File: config.mk
export PLATFORM = sky130hd
export DESIGN_NAME = ttc_top
export DESIGN_NICKNAME = d
export VERILOG_FILES = /design/src/hw/ttc_pkg.sv /design/src/hw/ttc_chan_if.sv /design/src/hw/ttc_channel.sv /design/src/hw/ttc_top.sv
export SDC_FILE = /design/constraint.sdc
export NUM_CORES = 1
export LEC_CHECK = 0
export BUFFER_PORTS_ARGS = -buffer_cell sky130_fd_sc_hd__buf_2
export CAP_MARGIN = 0
export CORE_ASPECT_RATIO = 2
export CORE_MARGIN = 2
export CORE_UTILIZATION = 45
export CTS_CLUSTER_DIAMETER = 40
export DETAILED_ROUTE_END_ITERATION = 10
export PLACE_DENSITY_LB_ADDON = 0.05
export SLEW_MARGIN = 20
export SYNTH_ARGS = -nofsm -noshare
export SYNTH_HDL_FRONTEND = slang
export SYNTH_SLANG_ARGS = --single-unit
File: constraint.sdc
create_clock -name clk -period 10.2 [get_ports clk]
set_input_delay 2.04 -clock clk [delete_from_list [all_inputs] [get_ports clk]]
set_output_delay 2.04 -clock clk [all_outputs]
set_load 0.01 [all_outputs]
File: src/hw/ttc_pkg.sv
// Shared constants and helpers for the three-channel timer core
package ttc_pkg;
  // Register indices on the internal CPU bus
  localparam logic [3:0] ADDR_STAT = 4'h0;
  localparam logic [3:0] ADDR_CNT0 = 4'h1;
  localparam logic [3:0] ADDR_GR0 = 4'h4;
  // Overflow status and enable register layout
  localparam logic [7:0] STAT_RESET = 8'h88;
  localparam int STAT_ONE_HI = 7;
  localparam int STAT_ONE_LO = 3;
  localparam int STAT_EN_LSB = 4;
  localparam int STAT_FLAG_LSB = 0;
  // Counter and general register values
  localparam logic [15:0] CNT_RESET = 16'h0000;
  localparam logic [15:0] CNT_MAX = 16'hFFFF;
  localparam logic [15:0] GR_RESET = 16'hFFFF;
  // Counter clear select codes
  localparam logic [1:0] CLR_NONE = 2'h0;
  localparam logic [1:0] CLR_A = 2'h1;
  localparam logic [1:0] CLR_B = 2'h2;
  localparam logic [1:0] CLR_SYNC = 2'h3;
  // I/O control: bit 2 picks capture, bits 1:0 pin mode or capture edge
  localparam int IO_CAP_BIT = 2;
  localparam logic [1:0] OUT_NONE = 2'h0;
  localparam logic [1:0] OUT_LOW = 2'h1;
  localparam logic [1:0] OUT_HIGH = 2'h2;
  localparam logic [1:0] EDGE_RISE = 2'h0;
  localparam logic [1:0] EDGE_FALL = 2'h1;
  // Prescaler select: bit 2 picks an external clock input
  localparam int PSC_EXT_BIT = 2;

  // Byte-lane merge of a CPU write into a 16-bit register
  function automatic logic [15:0] merge_be(input logic [15:0] old, input logic [15:0] wd,
                                           input logic [1:0] be);
    merge_be = {be[1] ? wd[15:8] : old[15:8], be[0] ? wd[7:0] : old[7:0]};
  endfunction

  // Edge hit for a sampled input, both edges when bit 1 is set
  function automatic logic edge_hit(input logic prev, input logic cur, input logic [1:0] sel);
    edge_hit = sel[1] ? (prev ^ cur) : (sel == EDGE_FALL) ? (prev & ~cur) : (~prev & cur);
  endfunction
endpackage

File: src/hw/ttc_chan_if.sv
// Carrier between the timer top and one counter channel
`timescale 1ns/10ps
interface ttc_chan_if;
  import ttc_pkg::*;
  logic init;
  logic tick;
  logic count_dn;
  logic sync_clr;
  logic [1:0] clr_sel;
  logic [2:0] io_a;
  logic [2:0] io_b;
  logic pwm;
  logic cap_a;
  logic cap_b;
  logic wr_cnt;
  logic wr_gra;
  logic wr_grb;
  logic [1:0] be;
  logic [15:0] wdata;
  logic [15:0] cnt;
  logic [15:0] general_register_a;
  logic [15:0] general_register_b;
  logic wrap;
  logic hit_a;
  logic hit_b;
  logic own_clr;
  logic pin_a;
  logic pin_b;
  logic oe_a;
  logic oe_b;
  modport ctl (output init, tick, count_dn, sync_clr, clr_sel, io_a, io_b, pwm, cap_a, cap_b,
               wr_cnt, wr_gra, wr_grb, be, wdata,
               input cnt, general_register_a, general_register_b, wrap, hit_a, hit_b, own_clr, pin_a, pin_b, oe_a, oe_b);
  modport chan (input init, tick, count_dn, sync_clr, clr_sel, io_a, io_b, pwm, cap_a, cap_b,
                wr_cnt, wr_gra, wr_grb, be, wdata,
                output cnt, general_register_a, general_register_b, wrap, hit_a, hit_b, own_clr, pin_a, pin_b, oe_a, oe_b);
endinterface

File: src/hw/ttc_channel.sv
// One timer channel: counter, two general registers, compare and capture
`timescale 1ns/10ps
module ttc_channel import ttc_pkg::*; (
  // Clock and control
  input wire logic clk,
  input wire logic reset,
  input wire logic ce,
  // Link to the timer top
  ttc_chan_if.chan ch
);
  logic [15:0] cnt_reg, cnt_next, gra_reg, gra_next, grb_reg, grb_next;
  logic capa_prev_reg, capb_prev_reg, pina_reg, pinb_reg;

  // Mode decode; PWM overrides the I/O control setting
  wire cap_mode_a = ch.io_a[IO_CAP_BIT] & ~ch.pwm;
  wire cap_mode_b = ch.io_b[IO_CAP_BIT] & ~ch.pwm;
  wire cap_a = cap_mode_a & edge_hit(capa_prev_reg, ch.cap_a, ch.io_a[1:0]);
  wire cap_b = cap_mode_b & edge_hit(capb_prev_reg, ch.cap_b, ch.io_b[1:0]);
  wire cmp_a = ~cap_mode_a & (cnt_reg == gra_reg);
  wire cmp_b = ~cap_mode_b & (cnt_reg == grb_reg);

  // Clear source and wrap detection
  wire own_clr = ((ch.clr_sel == CLR_A) & (cmp_a | cap_a)) | ((ch.clr_sel == CLR_B) & (cmp_b | cap_b));
  wire clear = own_clr | ((ch.clr_sel == CLR_SYNC) & ch.sync_clr);
  wire at_end = ch.count_dn ? (cnt_reg == CNT_RESET) : (cnt_reg == CNT_MAX);
  wire wrap = ch.tick & ~ch.wr_cnt & ~clear & at_end;

  // Next values: CPU write beats clear, capture and count
  assign cnt_next = ch.init ? CNT_RESET :
                    ch.wr_cnt ? merge_be(cnt_reg, ch.wdata, ch.be) :
                    clear ? CNT_RESET :
                    ch.tick ? (ch.count_dn ? cnt_reg - 16'h0001 : cnt_reg + 16'h0001) :
                    cnt_reg;
  assign gra_next = ch.init ? GR_RESET : ch.wr_gra ? merge_be(gra_reg, ch.wdata, ch.be) :
                    cap_a ? cnt_reg : gra_reg;
  assign grb_next = ch.init ? GR_RESET : ch.wr_grb ? merge_be(grb_reg, ch.wdata, ch.be) :
                    cap_b ? cnt_reg : grb_reg;

  // Pin levels: PWM sets on A match and clears on B match, else per mode
  wire pina_next = ch.pwm ? (cmp_a | (pina_reg & ~cmp_b)) : ~cmp_a ? pina_reg :
                   (ch.io_a[1:0] == OUT_LOW) ? 1'b0 : (ch.io_a[1:0] == OUT_HIGH) ? 1'b1 :
                   (ch.io_a[1:0] == OUT_NONE) ? pina_reg : ~pina_reg;
  wire pinb_next = ~cmp_b ? pinb_reg :
                   (ch.io_b[1:0] == OUT_LOW) ? 1'b0 : (ch.io_b[1:0] == OUT_HIGH) ? 1'b1 :
                   (ch.io_b[1:0] == OUT_NONE) ? pinb_reg : ~pinb_reg;

  // Channel state
  always_ff @(posedge clk) begin
    if (reset) begin
      cnt_reg <= CNT_RESET;
      gra_reg <= GR_RESET;
      grb_reg <= GR_RESET;
      {capa_prev_reg, capb_prev_reg, pina_reg, pinb_reg} <= 4'h0;
    end else if (ce) begin
      cnt_reg <= cnt_next;
      gra_reg <= gra_next;
      grb_reg <= grb_next;
      {capa_prev_reg, capb_prev_reg} <= {ch.cap_a, ch.cap_b};
      pina_reg <= ch.init ? 1'b0 : pina_next;
      pinb_reg <= ch.init ? 1'b0 : pinb_next;
    end
  end

  // Results toward the top
  assign ch.cnt = cnt_reg;
  assign ch.general_register_a = gra_reg;
  assign ch.general_register_b = grb_reg;
  assign ch.wrap = wrap;
  assign ch.hit_a = cmp_a | cap_a;
  assign ch.hit_b = cmp_b | cap_b;
  assign ch.own_clr = own_clr;
  assign ch.pin_a = pina_reg;
  assign ch.pin_b = pinb_reg;
  assign ch.oe_a = ~ch.init & (ch.pwm | (~cap_mode_a & (ch.io_a[1:0] != OUT_NONE)));
  assign ch.oe_b = ~ch.init & ~ch.pwm & ~cap_mode_b & (ch.io_b[1:0] != OUT_NONE);
endmodule // ttc_channel

File: src/hw/ttc_top.sv
// Three-channel 16-bit timer core with overflow status and enable register
`timescale 1ns/10ps
module ttc_top import ttc_pkg::*; #(
  parameter int NUM_CH = 3
) (
  // Clock, reset and power state
  input wire logic clk,
  input wire logic reset,
  input wire logic ce,
  input wire logic standby,
  // Internal CPU bus
  input wire logic [3:0] cpu_addr,
  input wire logic cpu_rd,
  input wire logic cpu_wr,
  input wire logic [1:0] cpu_be,
  input wire logic [15:0] cpu_wdata,
  output logic [15:0] cpu_rdata,
  // External clock inputs A to D
  input wire logic [3:0] external_clock,
  // Channel configuration
  input wire logic [NUM_CH-1:0][2:0] prescaler_select,
  input wire logic [NUM_CH-1:0][1:0] counter_clear_select,
  input wire logic [NUM_CH-1:0][2:0] io_control_a,
  input wire logic [NUM_CH-1:0][2:0] io_control_b,
  input wire logic [NUM_CH-1:0] pwm_mode,
  input wire logic [NUM_CH-1:0] sync_group,
  input wire logic phase_mode_flag,
  // Compare and capture pins
  input wire logic [NUM_CH-1:0] pin_a_in,
  input wire logic [NUM_CH-1:0] pin_b_in,
  output logic [NUM_CH-1:0] pin_a_out,
  output logic [NUM_CH-1:0] pin_a_oe,
  output logic [NUM_CH-1:0] pin_b_out,
  output logic [NUM_CH-1:0] pin_b_oe,
  // Events and requests
  output logic [NUM_CH-1:0] match_flag_a,
  output logic [NUM_CH-1:0] match_flag_b,
  output logic [NUM_CH-1:0] ch_wrap_irq
);
  // Clock source pick: divided internal clock or external edge
  function automatic logic sel_tick(input logic [2:0] psel, input logic [2:0] div,
                                    input logic [3:0] ext_rise);
    logic [3:0] inner;
    inner = {&div, &div[1:0], div[0], 1'b1};
    sel_tick = psel[PSC_EXT_BIT] ? ext_rise[psel[1:0]] : inner[psel[1:0]];
  endfunction

  // State
  logic [2:0] div_reg;
  logic [3:0] ext_prev_reg;
  logic [NUM_CH-1:0] en_reg, en_next;
  logic [NUM_CH-1:0] flag_reg, flag_next;
  logic [NUM_CH-1:0] armed_reg, armed_next;
  logic [15:0] rdata_reg;
  logic [15:0] rd_mux;

  // Per-channel results gathered from the channel links
  logic [NUM_CH-1:0] wrap;
  logic [NUM_CH-1:0] own_clr;
  logic [NUM_CH-1:0][15:0] cnt_w;
  logic [NUM_CH-1:0][15:0] gra_w;
  logic [NUM_CH-1:0][15:0] grb_w;

  // External clock edges and phase decode for channel 2
  wire [3:0] ext_rise = external_clock & ~ext_prev_reg;
  wire [3:0] ext_fall = ~external_clock & ext_prev_reg;
  wire phase_tick = ext_rise[0] | ext_fall[0];
  wire phase_dn = ext_rise[0] ? external_clock[1] : ~external_clock[1];

  // Synchronous clear reaches every channel of the group
  wire sync_hit = |(own_clr & sync_group);

  // Status register access decode
  wire stat_sel = cpu_addr == ADDR_STAT;
  wire stat_wr = cpu_wr & stat_sel & cpu_be[0];
  wire stat_rd = cpu_rd & stat_sel;
  wire [NUM_CH-1:0] wr_zero = cpu_wdata[STAT_FLAG_LSB +: NUM_CH] ^ {NUM_CH{1'b1}};
  wire [NUM_CH-1:0] flag_clr = {NUM_CH{stat_wr}} & wr_zero & armed_reg;
  wire [7:0] stat_val = {1'b1, en_reg, 1'b1, flag_reg};

  // Prescaler divider and external input history
  always_ff @(posedge clk) begin
    if (reset) begin
      div_reg <= 3'h0;
      ext_prev_reg <= 4'h0;
    end else if (ce) begin
      div_reg <= div_reg + 3'h1;
      ext_prev_reg <= external_clock;
    end
  end

  // One link and one channel per timer channel
  genvar i;
  generate
    for (i = 0; i < NUM_CH; i++) begin : g_ch
      ttc_chan_if link();
      wire is_phase = (i == 2) && phase_mode_flag;

      // Clock source and direction; only channel 2 may count down
      assign link.tick = is_phase ? phase_tick :
                         sel_tick(prescaler_select[i], div_reg, ext_rise);
      assign link.count_dn = is_phase & phase_dn;

      // Configuration and capture inputs
      assign link.init = standby;
      assign link.sync_clr = sync_hit & sync_group[i];
      assign link.clr_sel = counter_clear_select[i];
      assign link.io_a = io_control_a[i];
      assign link.io_b = io_control_b[i];
      assign link.pwm = pwm_mode[i];
      assign link.cap_a = pin_a_in[i];
      assign link.cap_b = pin_b_in[i];

      // Register write strobes for this channel
      assign link.wr_cnt = cpu_wr & (cpu_addr == ADDR_CNT0 + 4'(i));
      assign link.wr_gra = cpu_wr & (cpu_addr == ADDR_GR0 + 4'(2 * i));
      assign link.wr_grb = cpu_wr & (cpu_addr == ADDR_GR0 + 4'(2 * i + 1));
      assign link.be = cpu_be;
      assign link.wdata = cpu_wdata;

      // Results back to the top
      assign wrap[i] = link.wrap;
      assign own_clr[i] = link.own_clr;
      assign cnt_w[i] = link.cnt;
      assign gra_w[i] = link.general_register_a;
      assign grb_w[i] = link.general_register_b;
      assign match_flag_a[i] = link.hit_a;
      assign match_flag_b[i] = link.hit_b;
      assign pin_a_out[i] = link.pin_a;
      assign pin_a_oe[i] = link.oe_a;
      assign pin_b_out[i] = link.pin_b;
      assign pin_b_oe[i] = link.oe_b;

      ttc_channel u_chan (
        .clk(clk),
        .reset(reset),
        .ce(ce),
        .ch(link.chan)
      );
    end
  endgenerate

  // Flag update: a wrap in the clearing cycle keeps the flag set
  assign flag_next = standby ? {NUM_CH{1'b0}} : (flag_reg & ~flag_clr) | wrap;

  // Read-as-one memory: armed by a status read, dropped by the clear
  assign armed_next = standby ? {NUM_CH{1'b0}} :
                      stat_rd ? flag_reg : armed_reg & ~flag_clr;

  // Enables take the written value; fixed bits ignore writes
  assign en_next = standby ? {NUM_CH{1'b0}} :
                   stat_wr ? cpu_wdata[STAT_EN_LSB +: NUM_CH] : en_reg;

  // Overflow status and enable register
  always_ff @(posedge clk) begin
    if (reset) begin
      en_reg <= STAT_RESET[STAT_EN_LSB +: NUM_CH];
      flag_reg <= STAT_RESET[STAT_FLAG_LSB +: NUM_CH];
      armed_reg <= {NUM_CH{1'b0}};
    end else if (ce) begin
      en_reg <= en_next;
      flag_reg <= flag_next;
      armed_reg <= armed_next;
    end
  end

  // Wrap requests: flag and enable both set
  assign ch_wrap_irq = flag_reg & en_reg;

  // Read data selection; unmapped addresses read zero
  always_comb begin
    rd_mux = 16'h0000;
    case (cpu_addr)
      ADDR_STAT: rd_mux = {8'h00, stat_val};
      4'h1: rd_mux = cnt_w[0];
      4'h2: rd_mux = cnt_w[1];
      4'h3: rd_mux = cnt_w[2];
      4'h4: rd_mux = gra_w[0];
      4'h5: rd_mux = grb_w[0];
      4'h6: rd_mux = gra_w[1];
      4'h7: rd_mux = grb_w[1];
      4'h8: rd_mux = gra_w[2];
      4'h9: rd_mux = grb_w[2];
      default: rd_mux = 16'h0000;
    endcase
  end

  // Registered read data, held until the next read
  always_ff @(posedge clk) begin
    if (reset) begin
      rdata_reg <= 16'h0000;
    end else if (ce && cpu_rd) begin
      rdata_reg <= rd_mux;
    end
  end

  assign cpu_rdata = rdata_reg;
endmodule // ttc_top

# Word-level counts from Yosys, hierarchy flattened
# Index checks and enable logic that the tools add are counted.
# classes
n_addsub	5
mul	0
div	0
order_cmp	3
eq_ne	63
n_shift	0
muxes	102
bitwise	158
n_reduce_logical	59
# op_table
op	count
$mux 16	31
$pmux 16 s10	1
$eq 16x16->1	6
$and 1x1->1	83
$reduce_and 3->1	25
$mux 1	57
$ne 3x3->1 const B	18
$add 16x1->16 const B	3
$eq 16x16->1 const B	3
$not 1->1	39
$reduce_bool 3->1	9
$eq 2x2->1 const B	12
$reduce_bool 2->1	10
$or 1x1->1	19
$and 3x3->3	6
$eq 2x1->1 const B	9
$eq 4x3->1 const B	4
$logic_not 16->1	1
$mux 8	2
$sub 16x1->16 const B	1
$mux 3	5
$ne 5x3->1 const B	3
$bmux 1 s2	6
$logic_not 2->1	6
other kinds (16)	31
# totals
ff_bits	188
latch_bits	0
ram_bits	0
mem_bits_ro	0
inputBits	78
output_inout_bits	37
n_memories	0

# Longest topological paths before layout
# Gate-level depths: netlist (run 1).
# depth
word_depth	18
mapped_depth	15

# By module
# A second synthesis (run 1) with hierarchy kept.
# unflattened
hier_cells	1856
hier_area_um2	15046.9
# by_module_without_submodules
module	instances	cells_each	area_each_um2
ttc_channel (g_ch[0].u_chan)	1	494	4042.6
ttc_channel (g_ch[1].u_chan)	1	501	3962.6
ttc_channel (g_ch[2].u_chan)	1	473	3910.0
ttc_top	1	388	3131.8

# Worst setup path after synthesis (run 1)
# Ideal clock, no wire load.
# synth_timing
path_type	input-to-output
start	input standby
end	output pin_b_oe[0]
arrival_time_ns	3.100
required_time_ns	8.160
path_slack_ns	5.060
cell_stages	5
cell_sequence	clkbuf_1 -> clkbuf_1 -> clkbuf_1 -> nor4_1 -> buf_4
# synth_via
elab_chain_len	4
# synth_lines
element	line_no	rtl
from (decl)	ttc_top.sv:10	input wire logic standby,
$not 1->1	ttc_channel.sv:75	assign ch.oe_b = ~ch.init & ~ch.pwm & ~cap_mode_b & (ch.io_b[1:0] != OUT_NONE);
$and 1x1->1 (3 in a row)	ttc_channel.sv:75	
to (decl)	ttc_top.sv:34	output logic [NUM_CH-1:0] pin_b_oe,
# No other way between the ends.

# Worst setup path in the final report (run 1)
# layout_timing
start	register g_ch[0].u_chan.cnt_reg[6]
end	output match_flag_a[0]
# layout_via
elab_chain_len	3
# layout_lines
element	line_no	rtl
from (decl)	ttc_channel.sv:11	logic [15:0] cnt_reg, cnt_next, gra_reg, gra_next, grb_reg, grb_next;
from (signal assigned)	ttc_channel.sv:55	cnt_reg <= cnt_next;
$eq 16x16->1	ttc_channel.sv:19	wire cmp_a = ~cap_mode_a & (cnt_reg == gra_reg);
$and 1x1->1	ttc_channel.sv:19	
$or 1x1->1	ttc_channel.sv:69	assign ch.hit_a = cmp_a | cap_a;
to (decl)	ttc_top.sv:36	output logic [NUM_CH-1:0] match_flag_a,
# No other way between the ends.

==> results.yml, run 1 <==
grt:
  grt_pass1_wl_um: 83100
  track_usage_pct: 36.2
  grt_overflow: 0
  grt_pass1_vias: 13100
  antenna_found_initial: 0
  grt_max_degree: 74
sta:
  setup_tns_ns: 0
  rsz0062_at_grt: "false"
  max_freq_mhz: 187
  hold_viol: 0
  setup-violations-final: 0
  fin_crit_sh_pct: 52.3
  slew_violations: 0
  maxSlewHeadroom_pct: 24.3
  fin_crit_ns: 5.34
  tightest_slew_ns: 1.13
  skew_ns: 0.0110
route:
  vias: 13700
  wl_um: 56500
  dr.pass1.iters: 6
  post-route-drc-count: 0
  wire_per_inst_um: 27.6
  drt_iter0_drc: 1625
  avgViaCountPerCell: 6.70
  antenna_left: 0
hold_path:
  worstHoldStart: "g_ch[1].u_chan.ch.pin_b"
  hp-class: "flip-flop to flip-flop"
  hold_depth: 2
  min_to: "g_ch[1].u_chan.ch.pin_b"
status:
  status: "finished clean"
pwr:
  clkPwrFrac_pct: 36.4
  power.share.switching_pct: 32.6
  comb_power_share_pct: 18.8
  cellLeakagePower_uw: 0.00534
  power_density_nw_per_um2: 131
  p_int_uw: 1240
  p_sw_uw: 600
  p_seq_share_pct: 44.8
  ir_drop_mv: 0.133
finish:
  final_cells: 2046
  drive_gt1_share_pct: 11.6
  syn2layout_area_growth_pct: 7.40
  nets: 1792
  diodes: 0
  fillerInstances: 2946
cts:
  cts_hold_buf: 0
  cts_tree: "built"
  h-tree-depth: 4
  postCtsSetupBuffers: 0
  clk_pin_slew_ns: 0.07
  cts_buffers: 17
  cts-root-buf: "clkbuf_16"
  clk_latency_ns: 0.47
  cts_sinks: 188
  max-clock-path-buffers: 2
  ctsResizeCount: 0
placement:
  place.gp.congestion: 0.985
  placement.io_buffers: 114
  dp_cells: 2014
  post-dp-hpwl_um: 41800
floorplan:
  dieArea_sq_um: 30500
  fp.dieH_um: 245
  start_util_pct: 45.4
  ios: 115
  die_width_um: 124
  core.rowCount: 88
  coreArea_sq_um: 28700
synthesis:
  yosys_warnings: 0
  synth_area_leaders: "dfxtp_1, nand2_1, a211o_1"
  ys_seq_area_share_pct: 28.8
  netlist.area_leader.share_pct: 28.8
  synth_common_cells: "nand2_1, dfxtp_1, a31oi_1, clkbuf_1, a211o_1"
  ys.flop_type: "dfxtp_1"
  ys_async_sr_fraction_pct: 0
  synth.avg_cell_area_sq_um: 7.70
  ys_seq_elements: 188
  ys_types: 72
  synth.net_count: 1816
  synth_top_area_cell: "dfxtp_1"
  netlist_instances: 1697
  synth_edf_count: 0
  synth_area_sq_um: 13100
  synth_most_common_cell: "nand2_1"
worst_setup_path:
  timing.rr.start: "g_ch[0].u_chan.ch.cnt[6]"
  worstReg2RegEnd: "g_ch[2].u_chan.ch.cnt[7]"
  crit_fanout: 9
  ff2ff_setup_slack_ns: 5.64
  crit_arrival_ns: 3.30
  crit_path_end_kind: "output port"
  worstPathRequired_ns: 8.16
  start_kind: "flip-flop"
  worst-setup-path-type: "flip-flop to output port"
  ff2ff_path_depth: 9
flow_run:
  drv_cap: 0
==> cells in the final DEF, fill, tap and decap left out, types with 11 or more instances in the layout <==
master and n:
a211o_1 97, a21oi_1 65, a221oi_1 13, a222oi_1 23, a22o_1 44, a22oi_1 25, a31oi_1 113, and2_1 11
and3_1 17, buf_2 113, buf_4 25, clkbuf_16 17, dfxtp_1 188, ha_1 40, inv_1 58, mux2i_1 16
nand2_1 309, nand3_1 26, nand4_1 24, nor2_1 82, nor2b_1 14, nor3_1 22, nor4_1 17, o21ai_0 26
o21ai_1 19, o22ai_1 20, xnor2_1 82, xor2_1 47
==> through the flow <==
step	setup WS (ns)	hold slack, ns	instance area [sq um]	power, uW	util, %
after floorplan	5.06	0.445	13100	1050	-
after global placement	4.73	0.456	13500	1170	46.9
after detailed placement	4.65	0.461	13500	1180	46.9
after CTS	4.90	0.473	14000	1840	48.8
after global routing	4.80	0.506	14000	1900	48.8
final	4.86	0.469	14000	1840	48.8
==> critical path, stage by stage, from the launching register on <==
cell and delay [ns]:
dfxtp_1 0.61, xor2_1 0.26, nor4_1 0.90, nand4_1 0.56
o21bai_1 0.32, buf_2 0.17
==> routing by layer <==
metal  track usage, %  up-vias  part of all wire [%]
li1                 -     6097                     -
met1             37.0     6545                    33
met2             61.9      803                    49
met3             6.56      271                   7.3
met4             33.4        0                    11
met5                0        -                     0
==> cell type report <==
| cell class | count | area [sq um] | share of cell area [%] |
|---|---|---|---|
| multi-input combinational | 1268 | 8270 | 59.0 |
| sequential | 188 | 3760 | 26.8 |
| timing repair buffer | 138 | 753 | 5.37 |
| tap | 360 | 450 | 3.21 |
| clock buffer | 19 | 443 | 3.16 |
| inverter | 60 | 225 | 1.61 |
| clock inverter | 13 | 119 | 0.847 |
==> power groups by stage <==
| stage | combinational (uW) | sequential [uW] | clock, uW |
|---|---|---|---|
| after floorplan | 230 | 817 | 0 |
| after CTS | 338 | 823 | 679 |
| after global placement | 333 | 839 | 0 |
| after detailed placement | 337 | 840 | 0 |
| final | 346 | 825 | 671 |
| after global routing | 368 | 828 | 705 |
==> worst max path at each step <==
stage | startpoint | end | slack, ns | cells after the start
finish | g_ch[0].u_chan.ch.cnt[6] | match_flag_a[0] | 4.86 | 5
CTS | io_control_b[1] | match_flag_b[0] | 4.90 | 8
global route | io_control_b[1] | match_flag_b[0] | 4.80 | 8
floorplan | standby | pin_b_oe[0] | 5.06 | 5
detailed placement | io_control_b[7] | g_ch[0].u_chan.ch.cnt[10] | 4.65 | 12
global placement | io_control_b[7] | g_ch[0].u_chan.ch.cnt[12] | 4.73 | 12
==> logic make-up (layout without fill, tap and decap cells) <==
| group | Yosys count | count (layout) | share of synthesized area, % |
|---|---|---|---|
| AO/OA/AOI/OAI | 517 | 517 | 29.2 |
| XOR/XNOR | 129 | 129 | 8.65 |
| adder cells (fa/ha/maj) | 43 | 43 | 4.14 |
| buffers and inverters | 241 | 230 | 7.97 |
| flip-flops | 188 | 188 | 28.8 |
| multiplexers | 26 | 26 | 2.38 |
| AND/OR/NAND/NOR | 553 | 553 | 18.9 |
Power figures use the tool's default switching activity.
==> run 2: changes to the inputs <==
clock period = 4.75 ns   (was 10.2 ns; I/O delays follow)
==> results.yml, run 2 (synthesized netlist as in run 1, its figures left out) <==
cts:
  max-clock-path-buffers: 2
  h-tree-depth: 4
  ctsResizeCount: 0
  cts_hold_buf: 0
  clk_pin_slew_ns: 0.07
  cts-root-buf: "clkbuf_16"
  cts_sinks: 188
  postCtsSetupBuffers: 0
  clk_latency_ns: 0.48
  cts_buffers: 17
  cts_tree: "built"
grt:
  grt_overflow: 0
  antenna_found_initial: 1
  grt_pass1_wl_um: 84800
  grt_pass1_vias: 13400
  grt_max_degree: 63
  track_usage_pct: 37.1
floorplan:
  fp.dieH_um: 245
  ios: 115
  dieArea_sq_um: 30500
  coreArea_sq_um: 28700
  start_util_pct: 45.4
  die_width_um: 124
  core.rowCount: 88
pwr:
  power_density_nw_per_um2: 291
  ir_drop_mv: 0.271
  p_int_uw: 2910
  cellLeakagePower_uw: 0.00561
  power.share.switching_pct: 30.8
  p_seq_share_pct: 42.1
  comb_power_share_pct: 18.1
  p_total_uw: 4210
  p_sw_uw: 1300
  clkPwrFrac_pct: 39.8
route:
  dr.pass1.iters: 5
  vias: 13800
  wire_per_inst_um: 27.6
  route.met2.wl_um: 28500
  dr.max_layer_used: "met4"
  met1_length_um: 19000
  post-route-drc-count: 0
  wl_met3_um: 3520
  avgViaCountPerCell: 6.59
  antenna_left: 0
  wl_um: 57600
  drt_iter0_drc: 1315
sta:
  slew_violations: 0
  setup-violations-final: 0
  fin_crit_ns: 3.79
  hold_viol: 0
  max_freq_mhz: 264
  maxSlewHeadroom_pct: 29.1
  setup_tns_ns: 0
  fin_crit_sh_pct: 79.8
  skew_ns: 0.00992
  tightest_slew_ns: 1.06
  rsz0062_at_grt: "false"
worst_setup_path:
  crit_path_end_kind: "output port"
  critPathMaxStageDelay_ns: 0.70
  crit_fanout: 9
  timing.rr.start: "g_ch[2].u_chan.ch.cnt[6]"
  worst-path-buf-inv: 1
  critPathSlowestCell: "nor4_1"
  worst-setup-path-type: "flip-flop to output port"
  worstPathRequired_ns: 3.80
  path_delay_family: "simple AND/OR/NAND/NOR gates"
  start_kind: "flip-flop"
  crit_chain: "xor2_1 -> nor4_1 -> nand4_1 -> or2_2 -> nand2b_1 -> buf_2"
  cp-startpoint: "g_ch[1].u_chan.ch.cnt[4]"
  ff2ff_setup_slack_ns: 0.97
  crit_arrival_ns: 2.84
finish:
  multi_input_area_sq_um: 8270
  mostFrequentLayoutCells: "nand2_1, dfxtp_1, a31oi_1, buf_2, a211o_1"
  final_common_cell: "nand2_1"
  register_area_sq_um: 3760
  fillerInstances: 2880
  syn2layout_area_growth_pct: 10.6
  drive_gt1_share_pct: 13.8
  nets: 1834
hold_path:
  worstHoldStart: "g_ch[0].u_chan.ch.pin_b"
  hp-class: "flip-flop to flip-flop"
status:
  status: "finished clean"
placement:
  place.gp.congestion: 1.01
  placement.io_buffers: 114
  post-dp-hpwl_um: 44300
flow_run:
  drv_cap: 0
-- run 2: cell types whose count changed in the layout (fill, tap and decap cells not counted), sizes merged --
cell,delta
buf,+42
bufinv,+4
clkbuf,+1
clkinv,-5
clkinvlp,-2
diode,+1
inv,+2
-- run 2: stage by stage --
step                      hold slack [ns]  cells  utilization, %  worst slack (ns)  cell area (sq um)
after CTS                           0.475   2088            50.3              1.01              14400
final                               0.469   2089            50.3             0.960              14400
after floorplan                     0.445   1697               -             0.908              13100
after global routing                0.498   2089            50.3             0.700              14400
after detailed placement            0.463   2056            47.9             0.519              13800
after global placement              0.459   2056            47.9             0.567              13800
-- run 2: power by group through the flow --
| stage | combinational [uW] | sequential (uW) | clock, uW |
|---|---|---|---|
| after floorplan | 495 | 1750 | 0 |
| after global placement | 736 | 1800 | 0 |
| after detailed placement | 743 | 1800 | 0 |
| after CTS | 746 | 1770 | 1680 |
| after global routing | 813 | 1780 | 1740 |
| final | 763 | 1770 | 1670 |
-- run 2: metal layers --
| layer | vias up | GRT usage [%] |
|---|---|---|
| met5 | - | 0 |
| met4 | 0 | 34.8 |
| met3 | 264 | 7.08 |
| met2 | 678 | 65.3 |
| met1 | 6644 | 35.9 |
| li1 | 6173 | - |
-- run 2: worst paths after layout --
| path | to | cells past startpoint |
|---|---|---|
| worst max-delay path | match_flag_a[1] | 6 |
| worst min-delay path | g_ch[0].u_chan.ch.pin_b | 2 |
| worst max register to register | g_ch[0].u_chan.ch.cnt[5] | 10 |
| worst min register to register | g_ch[0].u_chan.ch.pin_b | 2 |
-- run 2: cell type report --
class | count | share of cell area (%)
Sequential cell | 188 | 26.1
Tap cell | 360 | 3.12
Clock buffer | 20 | 3.16
Antenna cell | 1 | 0.0173
Inverter | 60 | 1.56
Clock inverter | 12 | 1.42
Multi-Input combinational cell | 1268 | 57.3
Timing Repair Buffer | 180 | 7.40
-- run 2: worst register-to-register path, delay by kind of cell (launching register included) --
kind / cells / cell delay, ns
buffers and inverters: 1 / 0.30
AOI/OAI and AO/OA: 5 / 1.05
and+or+nand+nor: 3 / 1.29
xor gates and xnor gates: 1 / 0.53
DFF: 1 / 0.50
